[config.mk]
export PLATFORM = sky130hd
export DESIGN_NAME = tdq_queue_dma
export DESIGN_NICKNAME = d
export VERILOG_FILES = /design/src/tdq_pkg.sv /design/src/tdq_prefetch_fifo.sv /design/src/tdq_queue_dma.sv
export SDC_FILE = /design/constraint.sdc
export NUM_CORES = 1
export LEC_CHECK = 0
export ABC_AREA = 1
export BUFFER_PORTS_ARGS = -buffer_cell sky130_fd_sc_hd__clkbuf_2
export CORE_MARGIN = 2
export CORE_UTILIZATION = 30
export CTS_BUF_LIST = sky130_fd_sc_hd__clkbuf_4 sky130_fd_sc_hd__clkbuf_8
export DETAILED_ROUTE_END_ITERATION = 16
export GPL_TIMING_DRIVEN = 0
export SYNTH_ARGS = -nofsm -noshare
export SYNTH_HDL_FRONTEND = slang
export SYNTH_SLANG_ARGS = --single-unit
export TNS_END_PERCENT = 10
[constraint.sdc]
create_clock -name core_clk -period 4.5 [get_ports core_clk]
set_input_delay 0.9 -clock core_clk [delete_from_list [all_inputs] [get_ports core_clk]]
set_output_delay 0.9 -clock core_clk [all_outputs]
set_load 0.1 [all_outputs]
[src/tdq_pkg.sv]
package tdq_pkg;

   // Register offsets (byte addresses on the register port)
   localparam logic [11:0] PEND_BASE_LO_OFS = 12'h800;
   localparam logic [11:0] PEND_BASE_HI_OFS = 12'h804;
   localparam logic [11:0] PEND_END_OFS = 12'h808;
   localparam logic [11:0] PEND_HOST_WR_OFS = 12'h80C;
   localparam logic [11:0] PEND_DMA_RD_OFS = 12'h810;
   localparam logic [11:0] DONE_BASE_LO_OFS = 12'h830;
   localparam logic [11:0] DONE_BASE_HI_OFS = 12'h834;
   localparam logic [11:0] DONE_END_OFS = 12'h838;
   localparam logic [11:0] DONE_HOST_RD_OFS = 12'h83C;
   localparam logic [11:0] DONE_DMA_WR_OFS = 12'h840;
   localparam logic [11:0] TX_QUEUE_CTRL_OFS = 12'h880;
   localparam logic [11:0] DMA_STATUS_OFS = 12'h890;
   localparam logic [11:0] DMA_IRQ_EN_OFS = 12'h894;
   localparam logic [11:0] DMA_MASTER_OFS = 12'h898;

   // Reset values
   localparam logic [15:0] REG16_RST = 16'h0000;
   localparam logic [2:0] STATUS_RST = 3'h0;

   // Queue control field positions
   localparam int CTRL_PREFETCH_EN_BIT = 0;
   localparam int CTRL_PREFETCH_FLUSH_BIT = 1;
   localparam int CTRL_DONE_BURST_EN_BIT = 2;
   localparam int CTRL_DONE_BURST_FLUSH_BIT = 3;
   localparam int CTRL_THRESH_LSB = 8;
   localparam int CTRL_THRESH_MSB = 10;
   localparam logic [15:0] CTRL_WR_MASK = 16'h070F;

   // Status flag positions
   localparam int STAT_PEND_READ_BIT = 0;
   localparam int STAT_DONE_WRITE_BIT = 1;
   localparam int STAT_DONE_WERR_BIT = 2;

   // Master enable bit position
   localparam int MASTER_TX_EN_BIT = 0;

   // Prefetch FIFO geometry
   localparam int PREFETCH_DEPTH = 16;
   localparam int PREFETCH_AW = 4;
   localparam int ENTRY_W = 32;

   // Queue entry field layout
   localparam int ENT_INDEX_LSB = 0;
   localparam int ENT_INDEX_MSB = 15;
   localparam int ENT_CHAN_LSB = 16;
   localparam int ENT_CHAN_MSB = 23;
   localparam int ENT_REVIVE_BIT = 25;
   localparam int ENT_STATUS_LSB = 26;

   // Completion and error codes
   localparam logic [2:0] ST_PACKET_DONE = 3'h0;
   localparam logic [2:0] ST_ERR_NOT_ENABLED = 3'h4;
   localparam logic [2:0] ST_ERR_DESCRIPTOR = 3'h5;
   localparam logic [2:0] ST_ERR_PCI = 3'h6;
   localparam logic [2:0] ST_ERR_UNDERFLOW = 3'h7;

   typedef enum logic [1:0] {
      PF_IDLE = 2'b00,
      PF_CHECK = 2'b01,
      PF_READ = 2'b11
   } tdq_pf_state_t;

   typedef enum logic [1:0] {
      DN_IDLE = 2'b00,
      DN_WRITE = 2'b01
   } tdq_dn_state_t;

endpackage

[src/tdq_prefetch_fifo.sv]
`timescale 1ns/1ns
module tdq_prefetch_fifo (
   input wire logic core_clk,
   input wire logic rst_n,
   input wire logic flush,
   input wire logic push,
   input wire logic [tdq_pkg::ENTRY_W-1:0] din,
   input wire logic pop,
   output logic [tdq_pkg::ENTRY_W-1:0] dout,
   output logic empty,
   output logic full
);

   logic [tdq_pkg::ENTRY_W-1:0] mem_q [tdq_pkg::PREFETCH_DEPTH];
   logic [tdq_pkg::PREFETCH_AW-1:0] wr_q;
   logic [tdq_pkg::PREFETCH_AW-1:0] rd_q;
   logic [tdq_pkg::PREFETCH_AW:0] cnt_q;
   logic do_push;
   logic do_pop;

   assign empty = (cnt_q == '0);
   assign full = (cnt_q == (tdq_pkg::PREFETCH_AW+1)'(tdq_pkg::PREFETCH_DEPTH));
   assign do_push = push && !full && !flush;
   assign do_pop = pop && !empty && !flush;
   assign dout = mem_q[rd_q];

   always_ff @(posedge core_clk) begin
      if (do_push) begin
         mem_q[wr_q] <= din;
      end
   end

   // Flush drops every held entry
   always_ff @(posedge core_clk or negedge rst_n) begin
      if (!rst_n) begin
         wr_q <= '0;
         rd_q <= '0;
         cnt_q <= '0;
      end else if (flush) begin
         wr_q <= '0;
         rd_q <= '0;
         cnt_q <= '0;
      end else begin
         if (do_push) begin
            wr_q <= wr_q + 1'b1;
         end
         if (do_pop) begin
            rd_q <= rd_q + 1'b1;
         end
         case ({do_push, do_pop})
            2'b10: cnt_q <= cnt_q + 1'b1;
            2'b01: cnt_q <= cnt_q - 1'b1;
            default: cnt_q <= cnt_q;
         endcase
      end
   end

endmodule

[src/tdq_queue_dma.sv]
// The implementer's own choice: the address-and-strobe port.
`timescale 1ns/1ns
module tdq_queue_dma (
   input wire logic core_clk,
   input wire logic rst_n,
   // Register port
   input wire logic [11:0] reg_addr,
   input wire logic [31:0] reg_wdata,
   input wire logic reg_wr,
   input wire logic reg_rd,
   output logic [31:0] reg_rdata,
   // Pending-queue read master
   output logic pq_rd_req,
   output logic [31:0] pq_rd_addr,
   input wire logic pq_rd_ack,
   input wire logic [31:0] pq_rd_data,
   // Pending entries to the descriptor walker
   output logic pend_entry_valid,
   output logic [31:0] pend_entry_data,
   input wire logic pend_entry_ready,
   output logic chan_revive,
   // Completion requests from the transmit engine
   input wire logic done_valid,
   output logic done_ready,
   input wire logic [15:0] done_index,
   input wire logic [7:0] done_chan,
   input wire logic done_per_buffer,
   input wire logic [1:0] done_buf_pos,
   input wire logic done_error,
   input wire logic [1:0] done_err_code,
   // Done-queue write master
   output logic dq_wr_req,
   output logic [31:0] dq_wr_addr,
   output logic [31:0] dq_wr_data,
   input wire logic dq_wr_ack,
   // Channel error handling and interrupt
   output logic chan_abort,
   output logic chan_out_of_service,
   output logic [7:0] chan_err_num,
   output logic irq
);

   // Registers
   logic [15:0] pend_base_lo_q;
   logic [15:0] pend_base_hi_q;
   logic [15:0] pend_end_offset_q;
   logic [15:0] pend_host_wr_ptr_q;
   logic [15:0] pend_dma_rd_ptr_q;
   logic [15:0] done_base_lo_q;
   logic [15:0] done_base_hi_q;
   logic [15:0] done_end_offset_q;
   logic [15:0] done_host_rd_ptr_q;
   logic [15:0] done_dma_wr_ptr_q;
   logic [15:0] tx_queue_ctrl_q;
   logic [2:0] dma_status_reg_q;
   logic [2:0] irq_en_q;
   logic tx_dma_enable_q;
   logic [31:0] reg_rdata_q;

   logic pend_prefetch_en;
   logic pend_prefetch_flush;
   logic [2:0] done_flag_threshold;

   // Pending fetch
   tdq_pkg::tdq_pf_state_t pf_state_q;
   logic [4:0] burst_left_q;
   logic [16:0] pend_avail;
   logic [4:0] burst_len;
   logic [15:0] pend_rd_next;
   logic fifo_empty;
   logic fifo_pop;
   logic pend_read_flag_set;

   // Done writer
   tdq_pkg::tdq_dn_state_t dn_state_q;
   logic [31:0] dq_wr_data_q;
   logic [15:0] done_wr_next;
   logic done_full;
   logic done_accept;
   logic [2:0] done_code;
   logic [7:0] thresh_cnt_q;
   logic [7:0] thresh_target;
   logic done_write_flag_set;
   logic done_write_error_flag_set;
   logic chan_abort_q;
   logic chan_out_of_service_q;
   logic [7:0] chan_err_num_q;
   logic chan_revive_q;

   logic wr_hit;
   logic [2:0] status_clr;

   assign pend_prefetch_en = tx_queue_ctrl_q[tdq_pkg::CTRL_PREFETCH_EN_BIT];
   assign pend_prefetch_flush = tx_queue_ctrl_q[tdq_pkg::CTRL_PREFETCH_FLUSH_BIT];
   assign done_flag_threshold = tx_queue_ctrl_q[tdq_pkg::CTRL_THRESH_MSB:tdq_pkg::CTRL_THRESH_LSB];

   // ---------------------------------------------------------------- register writes
   always_ff @(posedge core_clk or negedge rst_n) begin
      if (!rst_n) begin
         pend_base_lo_q <= tdq_pkg::REG16_RST;
         pend_base_hi_q <= tdq_pkg::REG16_RST;
         pend_end_offset_q <= tdq_pkg::REG16_RST;
         pend_host_wr_ptr_q <= tdq_pkg::REG16_RST;
         done_base_lo_q <= tdq_pkg::REG16_RST;
         done_base_hi_q <= tdq_pkg::REG16_RST;
         done_end_offset_q <= tdq_pkg::REG16_RST;
         done_host_rd_ptr_q <= tdq_pkg::REG16_RST;
         tx_queue_ctrl_q <= tdq_pkg::REG16_RST;
         irq_en_q <= tdq_pkg::STATUS_RST;
         tx_dma_enable_q <= 1'b0;
      end else if (reg_wr) begin
         case (reg_addr)
            tdq_pkg::PEND_BASE_LO_OFS: pend_base_lo_q <= reg_wdata[15:0];
            tdq_pkg::PEND_BASE_HI_OFS: pend_base_hi_q <= reg_wdata[15:0];
            tdq_pkg::PEND_END_OFS: pend_end_offset_q <= reg_wdata[15:0];
            tdq_pkg::PEND_HOST_WR_OFS: pend_host_wr_ptr_q <= reg_wdata[15:0];
            tdq_pkg::DONE_BASE_LO_OFS: done_base_lo_q <= reg_wdata[15:0];
            tdq_pkg::DONE_BASE_HI_OFS: done_base_hi_q <= reg_wdata[15:0];
            tdq_pkg::DONE_END_OFS: done_end_offset_q <= reg_wdata[15:0];
            tdq_pkg::DONE_HOST_RD_OFS: done_host_rd_ptr_q <= reg_wdata[15:0];
            tdq_pkg::TX_QUEUE_CTRL_OFS: tx_queue_ctrl_q <= reg_wdata[15:0] & tdq_pkg::CTRL_WR_MASK;
            tdq_pkg::DMA_IRQ_EN_OFS: irq_en_q <= reg_wdata[2:0];
            tdq_pkg::DMA_MASTER_OFS: tx_dma_enable_q <= reg_wdata[tdq_pkg::MASTER_TX_EN_BIT];
            default: ;
         endcase
      end
   end

   // ---------------------------------------------------------------- register reads
   always_ff @(posedge core_clk or negedge rst_n) begin
      if (!rst_n) begin
         reg_rdata_q <= '0;
      end else if (reg_rd) begin
         case (reg_addr)
            tdq_pkg::PEND_BASE_LO_OFS: reg_rdata_q <= {16'h0000, pend_base_lo_q};
            tdq_pkg::PEND_BASE_HI_OFS: reg_rdata_q <= {16'h0000, pend_base_hi_q};
            tdq_pkg::PEND_END_OFS: reg_rdata_q <= {16'h0000, pend_end_offset_q};
            tdq_pkg::PEND_HOST_WR_OFS: reg_rdata_q <= {16'h0000, pend_host_wr_ptr_q};
            tdq_pkg::PEND_DMA_RD_OFS: reg_rdata_q <= {16'h0000, pend_dma_rd_ptr_q};
            tdq_pkg::DONE_BASE_LO_OFS: reg_rdata_q <= {16'h0000, done_base_lo_q};
            tdq_pkg::DONE_BASE_HI_OFS: reg_rdata_q <= {16'h0000, done_base_hi_q};
            tdq_pkg::DONE_END_OFS: reg_rdata_q <= {16'h0000, done_end_offset_q};
            tdq_pkg::DONE_HOST_RD_OFS: reg_rdata_q <= {16'h0000, done_host_rd_ptr_q};
            tdq_pkg::DONE_DMA_WR_OFS: reg_rdata_q <= {16'h0000, done_dma_wr_ptr_q};
            tdq_pkg::TX_QUEUE_CTRL_OFS: reg_rdata_q <= {16'h0000, tx_queue_ctrl_q};
            tdq_pkg::DMA_STATUS_OFS: reg_rdata_q <= {29'h0, dma_status_reg_q};
            tdq_pkg::DMA_IRQ_EN_OFS: reg_rdata_q <= {29'h0, irq_en_q};
            tdq_pkg::DMA_MASTER_OFS: reg_rdata_q <= {31'h0, tx_dma_enable_q};
            default: reg_rdata_q <= '0;
         endcase
      end else begin
         reg_rdata_q <= '0;
      end
   end

   assign reg_rdata = reg_rdata_q;

   // ---------------------------------------------------------------- status and interrupt
   assign wr_hit = reg_wr && (reg_addr == tdq_pkg::DMA_STATUS_OFS);
   assign status_clr = wr_hit ? reg_wdata[2:0] : 3'h0;

   // Write one to clear; a new event in the same cycle wins
   always_ff @(posedge core_clk or negedge rst_n) begin
      if (!rst_n) begin
         dma_status_reg_q <= tdq_pkg::STATUS_RST;
      end else begin
         dma_status_reg_q[tdq_pkg::STAT_PEND_READ_BIT] <=
            pend_read_flag_set | (dma_status_reg_q[tdq_pkg::STAT_PEND_READ_BIT] &
            ~status_clr[tdq_pkg::STAT_PEND_READ_BIT]);
         dma_status_reg_q[tdq_pkg::STAT_DONE_WRITE_BIT] <=
            done_write_flag_set | (dma_status_reg_q[tdq_pkg::STAT_DONE_WRITE_BIT] &
            ~status_clr[tdq_pkg::STAT_DONE_WRITE_BIT]);
         dma_status_reg_q[tdq_pkg::STAT_DONE_WERR_BIT] <=
            done_write_error_flag_set | (dma_status_reg_q[tdq_pkg::STAT_DONE_WERR_BIT] &
            ~status_clr[tdq_pkg::STAT_DONE_WERR_BIT]);
      end
   end

   assign irq = |(dma_status_reg_q & irq_en_q);

   // ---------------------------------------------------------------- pending queue fetch
   // Entries available between read and host write pointer, across the wrap
   always_comb begin
      if (pend_host_wr_ptr_q >= pend_dma_rd_ptr_q) begin
         pend_avail = {1'b0, pend_host_wr_ptr_q - pend_dma_rd_ptr_q};
      end else begin
         pend_avail = 17'({1'b0, pend_end_offset_q} - {1'b0, pend_dma_rd_ptr_q} + 17'h00001
            + {1'b0, pend_host_wr_ptr_q});
      end
   end

   always_comb begin
      if (!pend_prefetch_en) begin
         burst_len = 5'h01;
      end else if (pend_avail >= 17'(tdq_pkg::PREFETCH_DEPTH)) begin
         burst_len = 5'(tdq_pkg::PREFETCH_DEPTH);
      end else begin
         burst_len = pend_avail[4:0];
      end
   end

   // End is an offset; pointer wraps to zero after reading at it
   assign pend_rd_next = (pend_dma_rd_ptr_q >= pend_end_offset_q) ? 16'h0000 :
      16'(pend_dma_rd_ptr_q + 16'h0001);

   assign pq_rd_req = (pf_state_q == tdq_pkg::PF_READ);
   assign pq_rd_addr = 32'({pend_base_hi_q, pend_base_lo_q} + {14'h0, pend_dma_rd_ptr_q, 2'b00});
   assign pend_read_flag_set = pq_rd_req && pq_rd_ack;

   always_ff @(posedge core_clk or negedge rst_n) begin
      if (!rst_n) begin
         pf_state_q <= tdq_pkg::PF_IDLE;
         burst_left_q <= 5'h00;
      end else begin
         case (pf_state_q)
            tdq_pkg::PF_IDLE: begin
               if (tx_dma_enable_q && fifo_empty && !pend_prefetch_flush) begin
                  pf_state_q <= tdq_pkg::PF_CHECK;
               end
            end
            tdq_pkg::PF_CHECK: begin
               if (pend_avail == 17'h00000) begin
                  pf_state_q <= tdq_pkg::PF_IDLE;
               end else begin
                  burst_left_q <= burst_len;
                  pf_state_q <= tdq_pkg::PF_READ;
               end
            end
            tdq_pkg::PF_READ: begin
               if (pq_rd_ack) begin
                  burst_left_q <= burst_left_q - 5'h01;
                  if (burst_left_q == 5'h01) begin
                     pf_state_q <= tdq_pkg::PF_IDLE;
                  end
               end
            end
            default: pf_state_q <= tdq_pkg::PF_IDLE;
         endcase
      end
   end

   // Host may write the read pointer at any time; a fetch acknowledge in the same cycle wins
   always_ff @(posedge core_clk or negedge rst_n) begin
      if (!rst_n) begin
         pend_dma_rd_ptr_q <= tdq_pkg::REG16_RST;
      end else if (pend_read_flag_set) begin
         pend_dma_rd_ptr_q <= pend_rd_next;
      end else if (reg_wr && reg_addr == tdq_pkg::PEND_DMA_RD_OFS) begin
         pend_dma_rd_ptr_q <= reg_wdata[15:0];
      end
   end

   tdq_prefetch_fifo u_prefetch (
      .core_clk(core_clk),
      .rst_n(rst_n),
      .flush(pend_prefetch_flush),
      .push(pend_read_flag_set),
      .din(pq_rd_data),
      .pop(fifo_pop),
      .dout(pend_entry_data),
      .empty(fifo_empty),
      .full()
   );

   assign pend_entry_valid = !fifo_empty && !pend_prefetch_flush;
   assign fifo_pop = pend_entry_valid && pend_entry_ready;

   // Revive pulse follows one cycle after the pop of the entry that carries it
   always_ff @(posedge core_clk or negedge rst_n) begin
      if (!rst_n) begin
         chan_revive_q <= 1'b0;
      end else begin
         chan_revive_q <= fifo_pop && pend_entry_data[tdq_pkg::ENT_REVIVE_BIT];
      end
   end

   assign chan_revive = chan_revive_q;

   // ---------------------------------------------------------------- done queue writer
   assign done_wr_next = (done_dma_wr_ptr_q >= done_end_offset_q) ? 16'h0000 :
      16'(done_dma_wr_ptr_q + 16'h0001);
   assign done_full = (done_wr_next == done_host_rd_ptr_q);
   assign done_ready = (dn_state_q == tdq_pkg::DN_IDLE) && tx_dma_enable_q;
   assign done_accept = done_valid && done_ready;

   always_comb begin
      if (done_error) begin
         done_code = {1'b1, done_err_code};
      end else if (done_per_buffer) begin
         done_code = {1'b0, done_buf_pos};
      end else begin
         done_code = tdq_pkg::ST_PACKET_DONE;
      end
   end

   assign done_write_error_flag_set = done_accept && done_full;

   always_ff @(posedge core_clk or negedge rst_n) begin
      if (!rst_n) begin
         dn_state_q <= tdq_pkg::DN_IDLE;
         dq_wr_data_q <= '0;
      end else begin
         case (dn_state_q)
            tdq_pkg::DN_IDLE: begin
               if (done_accept && !done_full) begin
                  dq_wr_data_q <= {3'h0, done_code, 2'b00, done_chan, done_index};
                  dn_state_q <= tdq_pkg::DN_WRITE;
               end
            end
            tdq_pkg::DN_WRITE: begin
               if (dq_wr_ack) begin
                  dn_state_q <= tdq_pkg::DN_IDLE;
               end
            end
            default: dn_state_q <= tdq_pkg::DN_IDLE;
         endcase
      end
   end

   assign dq_wr_req = (dn_state_q == tdq_pkg::DN_WRITE);
   assign dq_wr_data = dq_wr_data_q;
   assign dq_wr_addr = 32'({done_base_hi_q, done_base_lo_q} + {14'h0, done_dma_wr_ptr_q, 2'b00});

   // Host may write the done write pointer only while the done writer is idle
   always_ff @(posedge core_clk or negedge rst_n) begin
      if (!rst_n) begin
         done_dma_wr_ptr_q <= tdq_pkg::REG16_RST;
      end else if (dq_wr_req && dq_wr_ack) begin
         done_dma_wr_ptr_q <= done_wr_next;
      end else if (reg_wr && reg_addr == tdq_pkg::DONE_DMA_WR_OFS && dn_state_q == tdq_pkg::DN_IDLE) begin
         done_dma_wr_ptr_q <= reg_wdata[15:0];
      end
   end

   // Threshold 0 flags every write, n flags every 2**n writes
   assign thresh_target = 8'(8'h01 << done_flag_threshold);
   assign done_write_flag_set = dq_wr_req && dq_wr_ack &&
      ((done_flag_threshold == 3'h0) || (8'(thresh_cnt_q + 8'h01) == thresh_target));

   always_ff @(posedge core_clk or negedge rst_n) begin
      if (!rst_n) begin
         thresh_cnt_q <= 8'h00;
      end else if (dq_wr_req && dq_wr_ack) begin
         if (done_write_flag_set) begin
            thresh_cnt_q <= 8'h00;
         end else begin
            thresh_cnt_q <= 8'(thresh_cnt_q + 8'h01);
         end
      end
   end

   // Errors abort the frame and drop the channel out of service
   always_ff @(posedge core_clk or negedge rst_n) begin
      if (!rst_n) begin
         chan_abort_q <= 1'b0;
         chan_out_of_service_q <= 1'b0;
         chan_err_num_q <= 8'h00;
      end else begin
         chan_abort_q <= done_accept && done_error;
         chan_out_of_service_q <= done_accept && done_error;
         if (done_accept && done_error) begin
            chan_err_num_q <= done_chan;
         end
      end
   end

   assign chan_abort = chan_abort_q;
   assign chan_out_of_service = chan_out_of_service_q;
   assign chan_err_num = chan_err_num_q;

endmodule

* After elaboration in Yosys (flattened, before gate mapping) *
Memory sizes are Yosys's and may differ from the RTL's.
Index checks and enable logic that the tools add are counted.

operators by class
  shift-type cells = 1
  bitwise operators = 10
  mux-type cells = 34
  order comparisons = 4
  eq/ne operators = 29
  add/sub/neg operators = 14
  reduce and logical (&&, ||, !) cells = 53

operators with widths
  operator                                              number
  one-hot mux 16 bit (14 select lines)                  1
  equality test 12 bit, second input constant           14
  2-to-1 mux 16 bit                                     6
  adder 32 x 18 -> 32 bit                               2
  >= comparator 16 bit                                  3
  adder 16 x 1 -> 16 bit, second input constant         2
  2-to-1 mux 32 bit                                     1
  AND reduction 2 bit                                   13
  2-to-1 mux 5 bit                                      5
  logical AND 1 bit                                     21
  one-hot mux 5 bit (2 select lines)                    2
  adder 17 x 1 -> 17 bit, second input constant         1
  adder 17 x 16 -> 17 bit                               1
  >= comparator 17 x 5 -> 1 bit, second input constant  1
  zero test 17 bit                                      1
  2-to-1 mux 17 bit                                     1
  subtractor 16 x 16 -> 17 bit                          1
  equality test 16 bit                                  1
  2-to-1 mux 4 bit                                      4
  subtractor 16 bit                                     1
  2-to-1 mux 2 bit                                      7
  nonzero test 2 bit                                    5
  subtractor 5 x 1 -> 5 bit, second input constant      2
  adder 4 x 1 -> 4 bit, second input constant           2
  27 further kinds                                      47

storage, ports and cells
  logic and storage cells = 172
  memories = 1
  register bits after elaboration = 273
  output and inout port bits = 176
  memory bits (writable) = 512
  bits of input ports = 114

memories
  memory            depth  width  read ports  clocked after Yosys merged registers in  wr ports  line                     text
  u_prefetch.mem_q  16     32     1           0                                        1         tdq_prefetch_fifo.sv:14  logic [tdq_pkg::ENTRY_W-1:0] mem_q [tdq_pkg::PREFETCH_DEPTH];

* Depth between registers and ports, before layout *
  word-level depth = 9
  mapped depth = 24
  mapped depth without buffers = 24

* Hierarchy *
From an unflattened synthesis, not the netlist that was laid out.

unflattened totals
  cell total of the unflattened synthesis = 4,116
  area, all modules = 38,842.3 µm²

modules (own cells, without submodules)
  module             instances  seq. area each (µm²)  area each (µm²)  cells an instance
  tdq_prefetch_fifo  1          15,700.1              20,805.0         1,608
  tdq_queue_dma      1          6,080.8               18,037.3         2,508

* Worst setup path before layout *
OpenSTA, ideal clock, no wires.

  kind = reg-to-output
  from = register pend_dma_rd_ptr_q[0]
  to = output port pq_rd_addr[26]
  path buffers = 1
  arrival time = 3.742 ns
  stages on the path, launching flop included = 12
  slack = -0.142 ns
  data required time = 3.600 ns
  path through = dfrtp_1 -> ha_1 -> inv_1 -> fa_1 -> o21ai_1 -> a21oi_1 -> o21ai_2 -> a21oi_1 -> or2_2 -> clkbuf_1 -> nor4_1 -> xor2_1

on the way
  word-level cells in the longest chain between the ends = 1

RTL lines
  item                      line                  text
  start: declaration        tdq_queue_dma.sv:48   logic [15:0] pend_dma_rd_ptr_q;
  start signal: assignment  tdq_queue_dma.sv:245  pend_dma_rd_ptr_q <= tdq_pkg::REG16_RST;
  start signal: assignment  tdq_queue_dma.sv:247  pend_dma_rd_ptr_q <= pend_rd_next;
  start signal: assignment  tdq_queue_dma.sv:249  pend_dma_rd_ptr_q <= reg_wdata[15:0];
  adder 32 x 18 -> 32 bit   tdq_queue_dma.sv:207  assign pq_rd_addr = 32'({pend_base_hi_q, pend_base_lo_q} + {14'h0, pend_dma_rd_ptr_q, 2'b00});
  end: declaration          tdq_queue_dma.sv:14   output logic [31:0] pq_rd_addr,

Every way passes these cells.

* Final worst setup path *
  from = register u_prefetch.rd_q[2] in the netlist's numbering
  to = output port pend_entry_data[3]

on the way
  word-level cells in the longest chain between the ends = 1

RTL lines
  item                       line                     text
  start: declaration         tdq_prefetch_fifo.sv:16  logic [tdq_pkg::PREFETCH_AW-1:0] rd_q;
  start signal: assignment   tdq_prefetch_fifo.sv:48  rd_q <= rd_q + 1'b1;
  memory read (16 x 32 bit)  n/a
  end: declaration           tdq_queue_dma.sv:19      output logic [31:0] pend_entry_data,

Every way passes these cells.

==> reports/results.ini <==
[status]
status=finished, final reports clean

[cts]
clock_sinks=768
cts_root_buf=clkbuf_8
cts-htree-levels=4
cts_tree=yes
ctsHoldBuffers=0
cts_buffers=134
path_clk_slew_ns=0.06
clockBufferDepth=3
clk_latency_ns=0.85

[power]
power_density_nw_per_um2=591
leakagePower_uw=0.0190
peakVddDrop_mv=1.33

[synth]
yosysWarnings=0
synth_seq_area_share=0.569
synthCells=4002
syn-mean-instance-area_um2=9.56
ys_ff_latch=768
ys.flop_type=edfxtp_1
synth_edf_count=512
syn_area_um2=38300
ys_types=59
async_reset_ff_frac=0.333

[sta]
fin_hold_ws_ns=0.0416
tightest_slew_ns=1.30
hold_viol=0
tns_ns=0
slew_violations=0
rsz0062_at_grt=true
max_freq_ghz=0.224
fin_crit_sh=0.993
setup_viol=0
fin_skew_ns=0.0576
relSlewSlack=0.113
period_needed_ns=4.47
setup_slack_ns=0.0322

[global_routing]
antenna_found_initial=13
grt_pass1_vias=30500
grt_pass1_wl_um=206000
overflow=0
grt_usage=0.215
grt_start_max_net_pins=99

[layout]
final_common_cell=nand2_1
nets=4716
syn_to_final_growth_pct=19.7
fill_cells=12800
final_cell_mix=nand2_1, edfxtp_1, inv_1, o21ai_0, nor2_1
drive_above_1_share=0.162

[critical_path]
cp-end-kind=primary output
cp.arrival_ns=3.57
crit_required_ns=3.60
ff2ff_path_depth=21
ff2ff_setup_slack_ns=0.76
timing.rr.end=burst_left_q[1]
cp_max_fo=10
crit_type=flop to primary output
cp-start-kind=flop
r2r_start=pend_dma_rd_ptr_q[0]

[detailed_routing]
dr_total_vias=32600
first_pass_iters=7
viasPerCell=5.23
detail-route-antenna-nets=0
wl_per_cell_um=23.1
wirelength_um=144000
drtIter0Drc=4176
drc=0

[place]
port_buffers=252
routabilityCongestion=1.00
dp_slack_ns=-0.189
hpwl_um=104000

[floorplanning]
ios=290
die_y_um=361
die_w_um=361
core.rowCount=131
design.die.area_um2=130000
start_util=0.301
core_um2=127000

[hold_path]
hold_path_class=input pin to async pin

[job]
max_cap_violations=0

==> metrics by stage <==
step	std cells	power, uW	utilization	area [um^2]
3_3_place_gp	5936	20100	0.328	41700
3_5_place_dp	5990	20200	0.335	42500
4_1_cts	6223	27000	0.359	45600
5_1_grt	6229	28100	0.361	45800
2_1_floorplan	4022	16500	-	38400
6_report	6229	27100	0.361	45800
==> layout make-up <==
type / instances / area (um^2) / share of cell area
Tap cell: 1662 / 2080 / 0.0454
Multi-Input combinational cell: 2672 / 14500 / 0.316
Clock inverter: 40 / 369 / 0.00806
Buffer: 189 / 988 / 0.0216
Sequential cell: 768 / 21800 / 0.476
Timing Repair Buffer: 315 / 2290 / 0.0501
Inverter: 391 / 1470 / 0.0321
Clock buffer: 189 / 2320 / 0.0506
Antenna cell: 3 / 7.51 / 0.000164
==> flip-flops by register name, summed over array words and instances (netlist names), 5 cells and up <==
signal / flops
u_prefetch.mem_q: 512
dq_wr_data: 27
done_base_hi_q: 16
done_base_lo_q: 16
done_dma_wr_ptr_q: 16
done_end_offset_q: 16
done_host_rd_ptr_q: 16
pend_base_hi_q: 16
pend_base_lo_q: 16
pend_dma_rd_ptr_q: 16
pend_end_offset_q: 16
pend_host_wr_ptr_q: 16
reg_rdata: 16
chan_err_num: 8
thresh_cnt_q: 8
tx_queue_ctrl_q: 7
burst_left_q: 5
u_prefetch.cnt_q: 5
==> how the worst max path moves through the flow <==
| stage | slack [ns] | start | cells after the start | end |
|---|---|---|---|---|
| floorplan | -0.14 | pend_dma_rd_ptr_q[0] | 11 | pq_rd_addr[30] |
| global placement | -4.05 | pq_rd_ack | 7 | u_prefetch.mem_q[2][9] |
| detailed placement | -0.19 | u_prefetch.rd_q[0] | 9 | pend_entry_data[28] |
| CTS | -0.05 | pend_dma_rd_ptr_q[1] | 10 | pq_rd_addr[30] |
| global route | -0.08 | done_dma_wr_ptr_q[0] | 11 | dq_wr_addr[26] |
| finish | 0.03 | u_prefetch.rd_q[2] | 9 | pend_entry_data[3] |
==> critical path, stage by stage (launching register included) <==
cell and delay, ns:
dfrtp_1 0.46, inv_1 0.10, nor2_1 0.06, clkinv_1 0.29, clkbuf_1 0.55, a21oi_1 0.11
a221oi_1 0.28, o21ai_0 0.23, nand2_1 0.27, clkbuf_4 0.38
==> cell usage after synthesis (20+ instances only) <==
master | instances | share of area
xnor2_1 | 24 | 0.0055
clkbuf_1 | 138 | 0.014
fa_1 | 20 | 0.010
o21ai_0 | 378 | 0.049
nand3_2 | 21 | 0.0055
xor2_1 | 73 | 0.017
a221oi_1 | 45 | 0.010
ha_1 | 111 | 0.036
a21oi_1 | 176 | 0.023
nand2_1 | 981 | 0.096
nand3_1 | 181 | 0.024
nor3_1 | 44 | 0.0058
nor2_1 | 284 | 0.028
dfrtp_1 | 256 | 0.17
nand4_1 | 83 | 0.014
buf_4 | 31 | 0.0061
edfxtp_1 | 512 | 0.40
o221ai_1 | 43 | 0.0098
inv_1 | 377 | 0.037
o22ai_1 | 72 | 0.012
==> kinds of logic after synthesis <==
family          after synthesis  synth area share
compound gates              788             0.119
xor+xnor                     98            0.0226
fa+ha+maj                   131            0.0467
buf+inv                     582            0.0618
flops                       768             0.569
mux                           2          0.000523
other cells                   1         0.0000980
simple gates               1632             0.180
==> metal layers <==
layer  global-route usage  share of wire
met3               0.0494          0.098
met1                0.281           0.40
met2                0.341           0.45
met4               0.0893          0.042
met5                    0        0.00053
==> report_power, final <==
group | internal (uW) | switching (uW)
logic | 2490 | 9610
registers | 7910 | 472
clock network | 3530 | 3060
total | 13900 | 13100
==> what timing repair did <==
action / 4_1_cts / 5_1_grt
buffers inserted: 6 / 3
gates cloned: 0 / 0
gates resized for setup: 153 / 60
pin swaps: 3 / 9
endpoints found under the hold margin: 0 / 0
endpoints found under the setup margin: 73 / 54
Power figures use the tool's default switching activity.
